<file path="config.mk">
export PLATFORM = sky130hd
export DESIGN_NAME = motor_driver_host_registers
export DESIGN_NICKNAME = d
export VERILOG_FILES = /design/src/motor_regs_pkg.sv /design/src/motor_driver_host_registers.sv /design/src/pin_sync.sv
export VERILOG_INCLUDE_DIRS = /design/src
export SDC_FILE = /design/constraint.sdc
export NUM_CORES = 1
export LEC_CHECK = 0
export BUFFER_PORTS_ARGS = -buffer_cell sky130_fd_sc_hd__buf_2
export CORE_MARGIN = 1
export CORE_UTILIZATION = 52
export DETAILED_ROUTE_END_ITERATION = 7
export PLACE_DENSITY = 0.89
export SYNTH_ARGS = -nofsm -noshare
export SYNTH_HDL_FRONTEND = slang
export SYNTH_HIERARCHICAL = 1
export SYNTH_SLANG_ARGS = --single-unit
</file>
<file path="constraint.sdc">
create_clock -name i_core_clk -period 1.7 [get_ports i_core_clk]
set_input_delay 0.17 -clock i_core_clk [delete_from_list [all_inputs] [get_ports i_core_clk]]
set_output_delay 0.17 -clock i_core_clk [all_outputs]
set_load 0.1 [all_outputs]
</file>
<file path="src/motor_regs_defs.svh">
/*
  Register offsets, field positions, key value and reset values of the
  motor driver host register bank.
  Assumes inclusion by bare name from the package and the design files.
*/
`ifndef MOTOR_REGS_DEFS_SVH
`define MOTOR_REGS_DEFS_SVH

// ****************************************************************
// register offsets
// ****************************************************************
`define OFS_SPEED_COMMAND_LOW         8'h00
`define OFS_SPEED_COMMAND_HIGH_SELECT 8'h01
`define OFS_NVM_UNLOCK_KEY            8'h02
`define OFS_NVM_AND_POWER_CONTROL     8'h03
`define OFS_FAULT_STATUS              8'h10
`define OFS_ROTOR_FREQUENCY_HIGH      8'h11
`define OFS_ROTOR_FREQUENCY_LOW       8'h12
`define OFS_CONFIG_FIRST              8'h20
`define OFS_CONFIG_LAST               8'h2B

// ****************************************************************
// field positions
// ****************************************************************
`define BIT_HOST_SPEED_SELECT   7
`define BIT_SPEED_COMMAND_MSB   0
`define BIT_LOW_POWER_INHIBIT   7
`define BIT_CONFIG_WRITE_UNLOCK 6
`define BIT_NVM_RELOAD          5
`define BIT_NVM_PROGRAM         4
`define BIT_THERMAL_FAULT       7
`define BIT_LOW_POWER_ACTIVE    6
`define BIT_PHASE_OVERCURRENT   5
`define BIT_ROTOR_STALL         4

// ****************************************************************
// values
// ****************************************************************
`define PROGRAM_UNLOCK_KEY      8'hB6
`define RESET_BYTE              8'h00
`define RESET_SPEED_COMMAND     9'h000
`define RESET_ROTOR_FREQUENCY   16'h0000
`define SYNC_WIDTH              3

`endif

</file>
<file path="src/motor_regs_pkg.sv">
/*
  Types of the motor driver host register bank.
  Assumes motor_regs_defs.svh is on the include path.
*/
`include "motor_regs_defs.svh"

package motor_regs_pkg;

  // ****************************************************************
  // unlock key sequence state
  // ****************************************************************
  typedef enum logic [0:0] {
    KEY_IDLE  = 1'b0,
    KEY_ARMED = 1'b1
  } key_state_t;

  typedef logic [7:0] reg_byte_t;

  // decode of one register offset
  function automatic logic hits(input reg_byte_t addr, input reg_byte_t ofs);
    hits = (addr == ofs);
  endfunction

endpackage

</file>
<file path="src/motor_driver_host_registers.sv">
/*
  Host register bank of a sensorless three-phase motor driver: speed
  command, nvm unlock and control, power control, status and rotor
  frequency readout.
  Assumes an i2c front end on i_core_clk that issues one-cycle byte
  read and write strobes; fault pins arrive asynchronously.
*/
`timescale 1ns/1ns
`include "motor_regs_defs.svh"

module motor_driver_host_registers
  import motor_regs_pkg::*;
(
  // clock and reset
  input  wire logic       i_core_clk,
  input  wire logic       i_arst_n,
  input  wire logic       i_clk_en,
  // register access from i2c front end
  input  wire logic       i_reg_wr,
  input  wire logic       i_reg_rd,
  input  wire logic [7:0] i_reg_addr,
  input  wire logic [7:0] i_reg_wdata,
  output logic      [7:0] o_reg_rdata,
  output logic            o_reg_rvalid,
  // speed command
  output logic      [8:0] o_speed_command_value,
  output logic            o_host_speed_select,
  // configuration and nvm
  output logic            o_config_wr,
  output logic            o_nvm_reload,
  output logic            o_nvm_program,
  // power control
  input  wire logic       i_sleep_request,
  input  wire logic       i_wake,
  output logic            o_low_power_enter,
  // fault pins
  input  wire logic       i_thermal_fault,
  input  wire logic       i_phase_overcurrent,
  input  wire logic       i_rotor_stall,
  // rotor frequency, tenths of hertz, same clock
  input  wire logic [15:0] i_rotor_frequency
);

  // ****************************************************************
  // access decode
  // ****************************************************************
  logic access;
  logic wr_low;
  logic wr_high;
  logic wr_key;
  logic wr_ctrl;
  logic rd_status;
  logic rd_freq_high;
  logic program_set;

  assign access       = i_clk_en && (i_reg_wr || i_reg_rd);
  assign wr_low       = i_clk_en && i_reg_wr && hits(i_reg_addr, `OFS_SPEED_COMMAND_LOW);
  assign wr_high      = i_clk_en && i_reg_wr && hits(i_reg_addr, `OFS_SPEED_COMMAND_HIGH_SELECT);
  assign wr_key       = i_clk_en && i_reg_wr && hits(i_reg_addr, `OFS_NVM_UNLOCK_KEY);
  assign wr_ctrl      = i_clk_en && i_reg_wr && hits(i_reg_addr, `OFS_NVM_AND_POWER_CONTROL);
  assign rd_status    = i_clk_en && i_reg_rd && hits(i_reg_addr, `OFS_FAULT_STATUS);
  assign rd_freq_high = i_clk_en && i_reg_rd && hits(i_reg_addr, `OFS_ROTOR_FREQUENCY_HIGH);
  assign program_set  = wr_ctrl && i_reg_wdata[`BIT_NVM_PROGRAM];

  // ****************************************************************
  // fault pin synchroniser
  // ****************************************************************
  logic [`SYNC_WIDTH-1:0] pins_sync;

  pin_sync u_pin_sync (
    .i_core_clk (i_core_clk),
    .i_arst_n   (i_arst_n),
    .i_clk_en   (i_clk_en),
    .i_async    ({i_thermal_fault, i_phase_overcurrent, i_rotor_stall}),
    .o_sync     (pins_sync)
  );

  logic thermal_s;
  logic overcurrent_s;
  logic stall_s;

  assign thermal_s     = pins_sync[2];
  assign overcurrent_s = pins_sync[1];
  assign stall_s       = pins_sync[0];

  // ****************************************************************
  // speed command
  // ****************************************************************
  logic       speed_msb_q;
  logic       host_select_q;
  logic [8:0] speed_cmd_q;

  always_ff @(posedge i_core_clk or negedge i_arst_n)
  begin
    if (!i_arst_n)
    begin
      speed_msb_q   <= 1'b0;
      host_select_q <= 1'b0;
    end
    else if (wr_high)
    begin
      speed_msb_q   <= i_reg_wdata[`BIT_SPEED_COMMAND_MSB];
      host_select_q <= i_reg_wdata[`BIT_HOST_SPEED_SELECT];
    end
  end

  always_ff @(posedge i_core_clk or negedge i_arst_n)
  begin
    if (!i_arst_n)
      speed_cmd_q <= `RESET_SPEED_COMMAND;
    else if (wr_low)
      speed_cmd_q <= {speed_msb_q, i_reg_wdata};
  end

  assign o_speed_command_value = speed_cmd_q;
  assign o_host_speed_select   = host_select_q;

  // ****************************************************************
  // unlock key sequence
  // ****************************************************************
  key_state_t key_state_q;
  logic [7:0] key_q;

  always_ff @(posedge i_core_clk or negedge i_arst_n)
  begin
    if (!i_arst_n)
    begin
      key_state_q <= KEY_IDLE;
      key_q       <= `RESET_BYTE;
    end
    else if (access)
    begin
      case (key_state_q)
        KEY_IDLE:
        begin
          key_q <= wr_key ? i_reg_wdata : `RESET_BYTE;
          if (wr_key && i_reg_wdata == `PROGRAM_UNLOCK_KEY)
            key_state_q <= KEY_ARMED;
        end
        KEY_ARMED:
        begin
          if (!(wr_key && i_reg_wdata == `PROGRAM_UNLOCK_KEY))
          begin
            key_state_q <= KEY_IDLE;
            key_q       <= `RESET_BYTE;
          end
        end
        default:
        begin
          key_state_q <= KEY_IDLE;
          key_q       <= `RESET_BYTE;
        end
      endcase
    end
  end

  // ****************************************************************
  // nvm and power control
  // ****************************************************************
  logic inhibit_q;
  logic cfg_unlock_q;
  logic reload_q;
  logic program_q;
  logic cfg_wr_q;

  always_ff @(posedge i_core_clk or negedge i_arst_n)
  begin
    if (!i_arst_n)
    begin
      inhibit_q    <= 1'b0;
      cfg_unlock_q <= 1'b0;
    end
    else if (wr_ctrl)
    begin
      inhibit_q    <= i_reg_wdata[`BIT_LOW_POWER_INHIBIT];
      cfg_unlock_q <= i_reg_wdata[`BIT_CONFIG_WRITE_UNLOCK];
    end
  end

  // command pulses last one enabled cycle
  always_ff @(posedge i_core_clk or negedge i_arst_n)
  begin
    if (!i_arst_n)
    begin
      reload_q  <= 1'b0;
      program_q <= 1'b0;
      cfg_wr_q  <= 1'b0;
    end
    else if (i_clk_en)
    begin
      reload_q  <= wr_ctrl && i_reg_wdata[`BIT_NVM_RELOAD];
      program_q <= program_set && key_state_q == KEY_ARMED;
      cfg_wr_q  <= i_reg_wr && cfg_unlock_q && i_reg_addr >= `OFS_CONFIG_FIRST
                   && i_reg_addr <= `OFS_CONFIG_LAST;
    end
  end

  assign o_nvm_reload  = reload_q;
  assign o_nvm_program = program_q;
  assign o_config_wr   = cfg_wr_q;

  // ****************************************************************
  // low-power state
  // ****************************************************************
  logic low_power_q;

  always_ff @(posedge i_core_clk or negedge i_arst_n)
  begin
    if (!i_arst_n)
      low_power_q <= 1'b0;
    else if (i_clk_en)
    begin
      if (i_wake)
        low_power_q <= 1'b0;
      else if (i_sleep_request && !inhibit_q)
        low_power_q <= 1'b1;
    end
  end

  assign o_low_power_enter = low_power_q;

  // ****************************************************************
  // sticky overcurrent flag
  // ****************************************************************
  logic overcurrent_q;

  always_ff @(posedge i_core_clk or negedge i_arst_n)
  begin
    if (!i_arst_n)
      overcurrent_q <= 1'b0;
    else if (i_clk_en)
    begin
      if (overcurrent_s)
        overcurrent_q <= 1'b1;
      else if (rd_status)
        overcurrent_q <= 1'b0;
    end
  end

  // ****************************************************************
  // rotor frequency coherent readout
  // ****************************************************************
  logic [7:0] freq_low_q;

  always_ff @(posedge i_core_clk or negedge i_arst_n)
  begin
    if (!i_arst_n)
      freq_low_q <= `RESET_BYTE;
    else if (rd_freq_high)
      freq_low_q <= i_rotor_frequency[7:0];
  end

  // ****************************************************************
  // read data
  // ****************************************************************
  logic [7:0] status_byte;
  logic [7:0] rdata_d;
  logic [7:0] rdata_q;
  logic       rvalid_q;

  always_comb
  begin
    status_byte = `RESET_BYTE;
    status_byte[`BIT_THERMAL_FAULT]     = thermal_s;
    status_byte[`BIT_LOW_POWER_ACTIVE]  = low_power_q;
    status_byte[`BIT_PHASE_OVERCURRENT] = overcurrent_q || overcurrent_s;
    status_byte[`BIT_ROTOR_STALL]       = stall_s;
  end

  always_comb
  begin
    case (i_reg_addr)
      `OFS_SPEED_COMMAND_LOW:         rdata_d = speed_cmd_q[7:0];
      `OFS_SPEED_COMMAND_HIGH_SELECT: rdata_d = {host_select_q, 6'h00, speed_msb_q};
      `OFS_NVM_UNLOCK_KEY:            rdata_d = key_q;
      `OFS_NVM_AND_POWER_CONTROL:     rdata_d = {inhibit_q, cfg_unlock_q, 6'h00};
      `OFS_FAULT_STATUS:              rdata_d = status_byte;
      `OFS_ROTOR_FREQUENCY_HIGH:      rdata_d = i_rotor_frequency[15:8];
      `OFS_ROTOR_FREQUENCY_LOW:       rdata_d = freq_low_q;
      default:                        rdata_d = `RESET_BYTE;
    endcase
  end

  always_ff @(posedge i_core_clk or negedge i_arst_n)
  begin
    if (!i_arst_n)
    begin
      rdata_q  <= `RESET_BYTE;
      rvalid_q <= 1'b0;
    end
    else if (i_clk_en)
    begin
      rvalid_q <= i_reg_rd;
      if (i_reg_rd)
        rdata_q <= rdata_d;
    end
  end

  assign o_reg_rdata  = rdata_q;
  assign o_reg_rvalid = rvalid_q;
endmodule

</file>
<file path="src/pin_sync.sv">
/*
  Two-flop synchroniser for a group of level inputs from pins.
  Assumes inputs are slow levels; the first stage feeds only the second.
*/
`timescale 1ns/1ns
`include "motor_regs_defs.svh"

module pin_sync
  import motor_regs_pkg::*;
(
  // clock and reset
  input  wire logic                   i_core_clk,
  input  wire logic                   i_arst_n,
  input  wire logic                   i_clk_en,
  // levels
  input  wire logic [`SYNC_WIDTH-1:0] i_async,
  output logic      [`SYNC_WIDTH-1:0] o_sync
);

  // ****************************************************************
  // one synchroniser per bit
  // ****************************************************************
  genvar g;
  generate
    for (g = 0; g < `SYNC_WIDTH; g++)
    begin : g_bit
      logic stage1_q;
      logic stage2_q;

      always_ff @(posedge i_core_clk or negedge i_arst_n)
      begin
        if (!i_arst_n)
        begin
          stage1_q <= 1'b0;
          stage2_q <= 1'b0;
        end
        else if (i_clk_en)
        begin
          stage1_q <= i_async[g];
          stage2_q <= stage1_q;
        end
      end

      assign o_sync[g] = stage2_q;
    end
  endgenerate

endmodule

</file>
==> out/results.ini <==
[floorplanning]
design.core.area_mm2 = 0.004444
die_w_um = 70.48
ios = 65
floorplan.initialDensity = 0.5487
placementRows = 24
die-area_mm2 = 0.004967
die_height_um = 70.48

[logic_synthesis]
synth_warnings = 6
synth-seq-area-share = 0.5131
synth_edf_count = 0
async_reset_ff_frac = 1.000
syn-cell-area_mm2 = 0.002439
synth_cells = 203
synth_cell_types = 44
synth-main-ff-cell = sky130_fd_sc_hd__dfrtp_1
synthesis.area_per_instance_um2 = 12.01
ys_seq_elements = 50
postSynthNetCount = 245

[routing]
routed_wl_um = 5725
drt.antenna.violating_nets = 0
vias_per_cell = 5.743
dr.pass1.iters = 6
via_count = 1901
detail_route.drc_violations = 8
avgRoutedWirePerCell_um = 17.30
detailedRoute.firstIterationViolations = 140

[sta]
fin_crit_sh = 0.8127
final.setup.worst_slack_ps = 318.4
finalHoldViolCount = 0
finalMaxSlewViolations = 0
worst_slew_margin_rel = 0.6194
setup_repair_after_global_routing_missed_its_margin = no
clock.fmax_mhz = 723.8
period_needed_ps = 1382
worst_clock_skew_ps = 12.68
totalNegativeSetupSlack_ps = 0
max_slew.worst_pin.slew_ps = 570.9
setup-violations-final = 0

[global_route]
grt_pass1_vias = 1933
initial_antenna_violation_count = 0
grt_overflow_total = 0
grt_use_total = 0.2473
grt_pass1_wl_um = 9273
largest_net_degree_at_the_start_of_global_routing = 29

[worst_setup_path]
ordered_cell_list_for_the_critical_path = mux2_2 -> a221oi_1 -> o31ai_1
cpPeakStageDelay_ps = 480
cp_num_cells = 3
endpoint_kind = flop
timing.critical_path.required_ps = 1890
critical_path_peak_fanout = 3
critical-path-slowest-cell = sky130_fd_sc_hd__a221oi_1
worst-endpoint-arrival_ps = 1580
r2r.worst_path.cells = 3
start_kind = flop
worstSetupEndpoint = o_reg_rdata[6]$_DFFE_PN0N_
worst-setup-path-type = flop to flop
critical_path.n_buffers_inverters = 0
crit_family = compound AO/OA/AOI/OAI gates
timing.critical_path.from = cfg_unlock_q$_DFFE_PN0P_
r2r_end = o_reg_rdata[6]$_DFFE_PN0N_
worst-r2r-setup-slack_ps = 320
r2r-start = cfg_unlock_q$_DFFE_PN0P_

[clock_tree]
clk_latency_ps = 320
hold_buffers = 1
root_buffer = sky130_fd_sc_hd__clkbuf_8
htreeDepth = 2
clkTransAtPathRegs_ps = 100
numClockSinks = 50
cts_tree = done
clock_tree.buffer_depth = 2
number_of_gates_resized_after_cts = 0
cts_setup_buffers = 0
cts_made_buffers = 5

[place]
detailedPlacementHpwl_um = 4318
gpl.final_weighted_congestion = 0.8656
dpl_worst_slack_ps = 51.15
port-buffer-count = 64

[final_layout]
drive_gt1_frac = 0.4516
areaGrowthSynthToFinish_pct = 22.78
inserted_diodes = 0
layout.nets = 320

[power]
power_density_mw_per_mm2 = 820.8
ir_worst_vdd_uv = 749.8
power.leakage_nw = 1.510
finalPower_w = 0.002457

[outcome]
status = complete, but fails checks
violations = design-rule violations

[flow_run]
timing.max_cap.violations = 0

[hold_path]
min_path_type = input port to flop

-- final cells by class --
cell class / instances / area (um2)
well taps: 52 / 65.06
multi-input cells: 132 / 1075
inverters: 9 / 33.78
clock buffers: 5 / 68.82
flip-flops and latches: 50 / 1251
fillers: 334 / 1450
clock inverters: 3 / 45.04
repair buffers: 80 / 455.4
-- metal layers --
metal | share of wire | wire (um) | track usage | vias up
met2 | 0.49 | 2822 | 0.3916 | 67
met1 | 0.43 | 2489 | 0.3266 | 921
met5 | 0 | 0 | 0 | -
met4 | 0.015 | 84 | 0.09751 | 0
li1 | - | - | - | 901
met3 | 0.057 | 329 | 0.06205 | 12
-- synthesized netlist by cell type (3+ instances only) --
cell type	count	area [um2]
sky130_fd_sc_hd__mux2_4	6	90.09
sky130_fd_sc_hd__a22o_1	13	113.9
sky130_fd_sc_hd__buf_4	4	30.03
sky130_fd_sc_hd__a21oi_1	6	30.03
sky130_fd_sc_hd__mux2i_1	3	30.03
sky130_fd_sc_hd__o21ai_0	9	45.04
sky130_fd_sc_hd__dfrtp_1	50	1251
sky130_fd_sc_hd__nor2_1	8	30.03
sky130_fd_sc_hd__o22ai_1	4	25.02
sky130_fd_sc_hd__nand2_1	14	52.55
sky130_fd_sc_hd__inv_1	9	33.78
sky130_fd_sc_hd__buf_2	3	15.01
sky130_fd_sc_hd__nor2b_1	3	18.77
sky130_fd_sc_hd__mux2_2	28	315.3
-- per-stage QoR --
| stage | instance area, um2 | instances | util | hold WS (ps) |
|---|---|---|---|---|
| finish | 2994 | 331 | 0.6737 | 27.72 |
| global route | 2994 | 331 | 0.6737 | 29.71 |
| CTS | 2994 | 331 | 0.6737 | 18.59 |
| detailed placement | 2870 | 322 | 0.6458 | 197.6 |
| global placement | 2870 | 322 | 0.6458 | 175.0 |
| floorplan | 2439 | 203 | - | -125.6 |
-- layout by cell type (no fill, tap or decap), drive strengths merged, types with 2 or more instances in the layout --
master,instances
and3b,2
a22o,13
clkbuf,5
o22ai,4
nor2b,3
o21ai,9
o31ai,3
inv,9
nand3,2
mux2,34
a22oi,2
clkinvlp,2
a21oi,6
a31oi,2
nor4b,2
a221oi,2
nand4,2
nand2,14
nor3,3
nor2,9
dfrtp,50
nor4,2
mux2i,3
and3,2
a211oi,2
a32o,2
buf,79
-- cell families after synthesis --
group | synth area share
multiplexers | 0.1786
flip-flops | 0.5131
AO/OA/AOI/OAI | 0.1467
buffers and inverters | 0.04617
AND/OR/NAND/NOR | 0.1155
-- worst min-delay path by stage --
stage,from,end,slack (ps),depth (start not counted)
after global routing,i_wake,o_low_power_enter$_DFFE_PN0P_,30,2
after global placement,i_arst_n,o_nvm_program$_DFFE_PN0P_,170,1
after CTS,i_wake,o_low_power_enter$_DFFE_PN0P_,20,2
final,i_wake,o_low_power_enter$_DFFE_PN0P_,30,2
after detailed placement,i_arst_n,o_nvm_program$_DFFE_PN0P_,200,1
after floorplan,i_arst_n,cfg_unlock_q$_DFFE_PN0P_,-130,0
-- power by group --
| part | switching, W | internal [W] | total [W] |
|---|---|---|---|
| logic | 0.000226 | 0.000131 | 0.000357 |
| registers | 0.0000269 | 0.00122 | 0.00125 |
| clock network | 0.000411 | 0.000438 | 0.000849 |
| total | 0.000664 | 0.00179 | 0.00246 |
-- registers in the layout, indices dropped and copies added, names as in the netlist, 3 cells and up --
name,flops
u_pin_sync/g_bit.stage2_q,3
freq_low_q,8
key_q,8
o_reg_rdata,8
u_pin_sync/g_bit.stage1_q,3
o_speed_command_value,9
(Power assumes the default switching activity.)
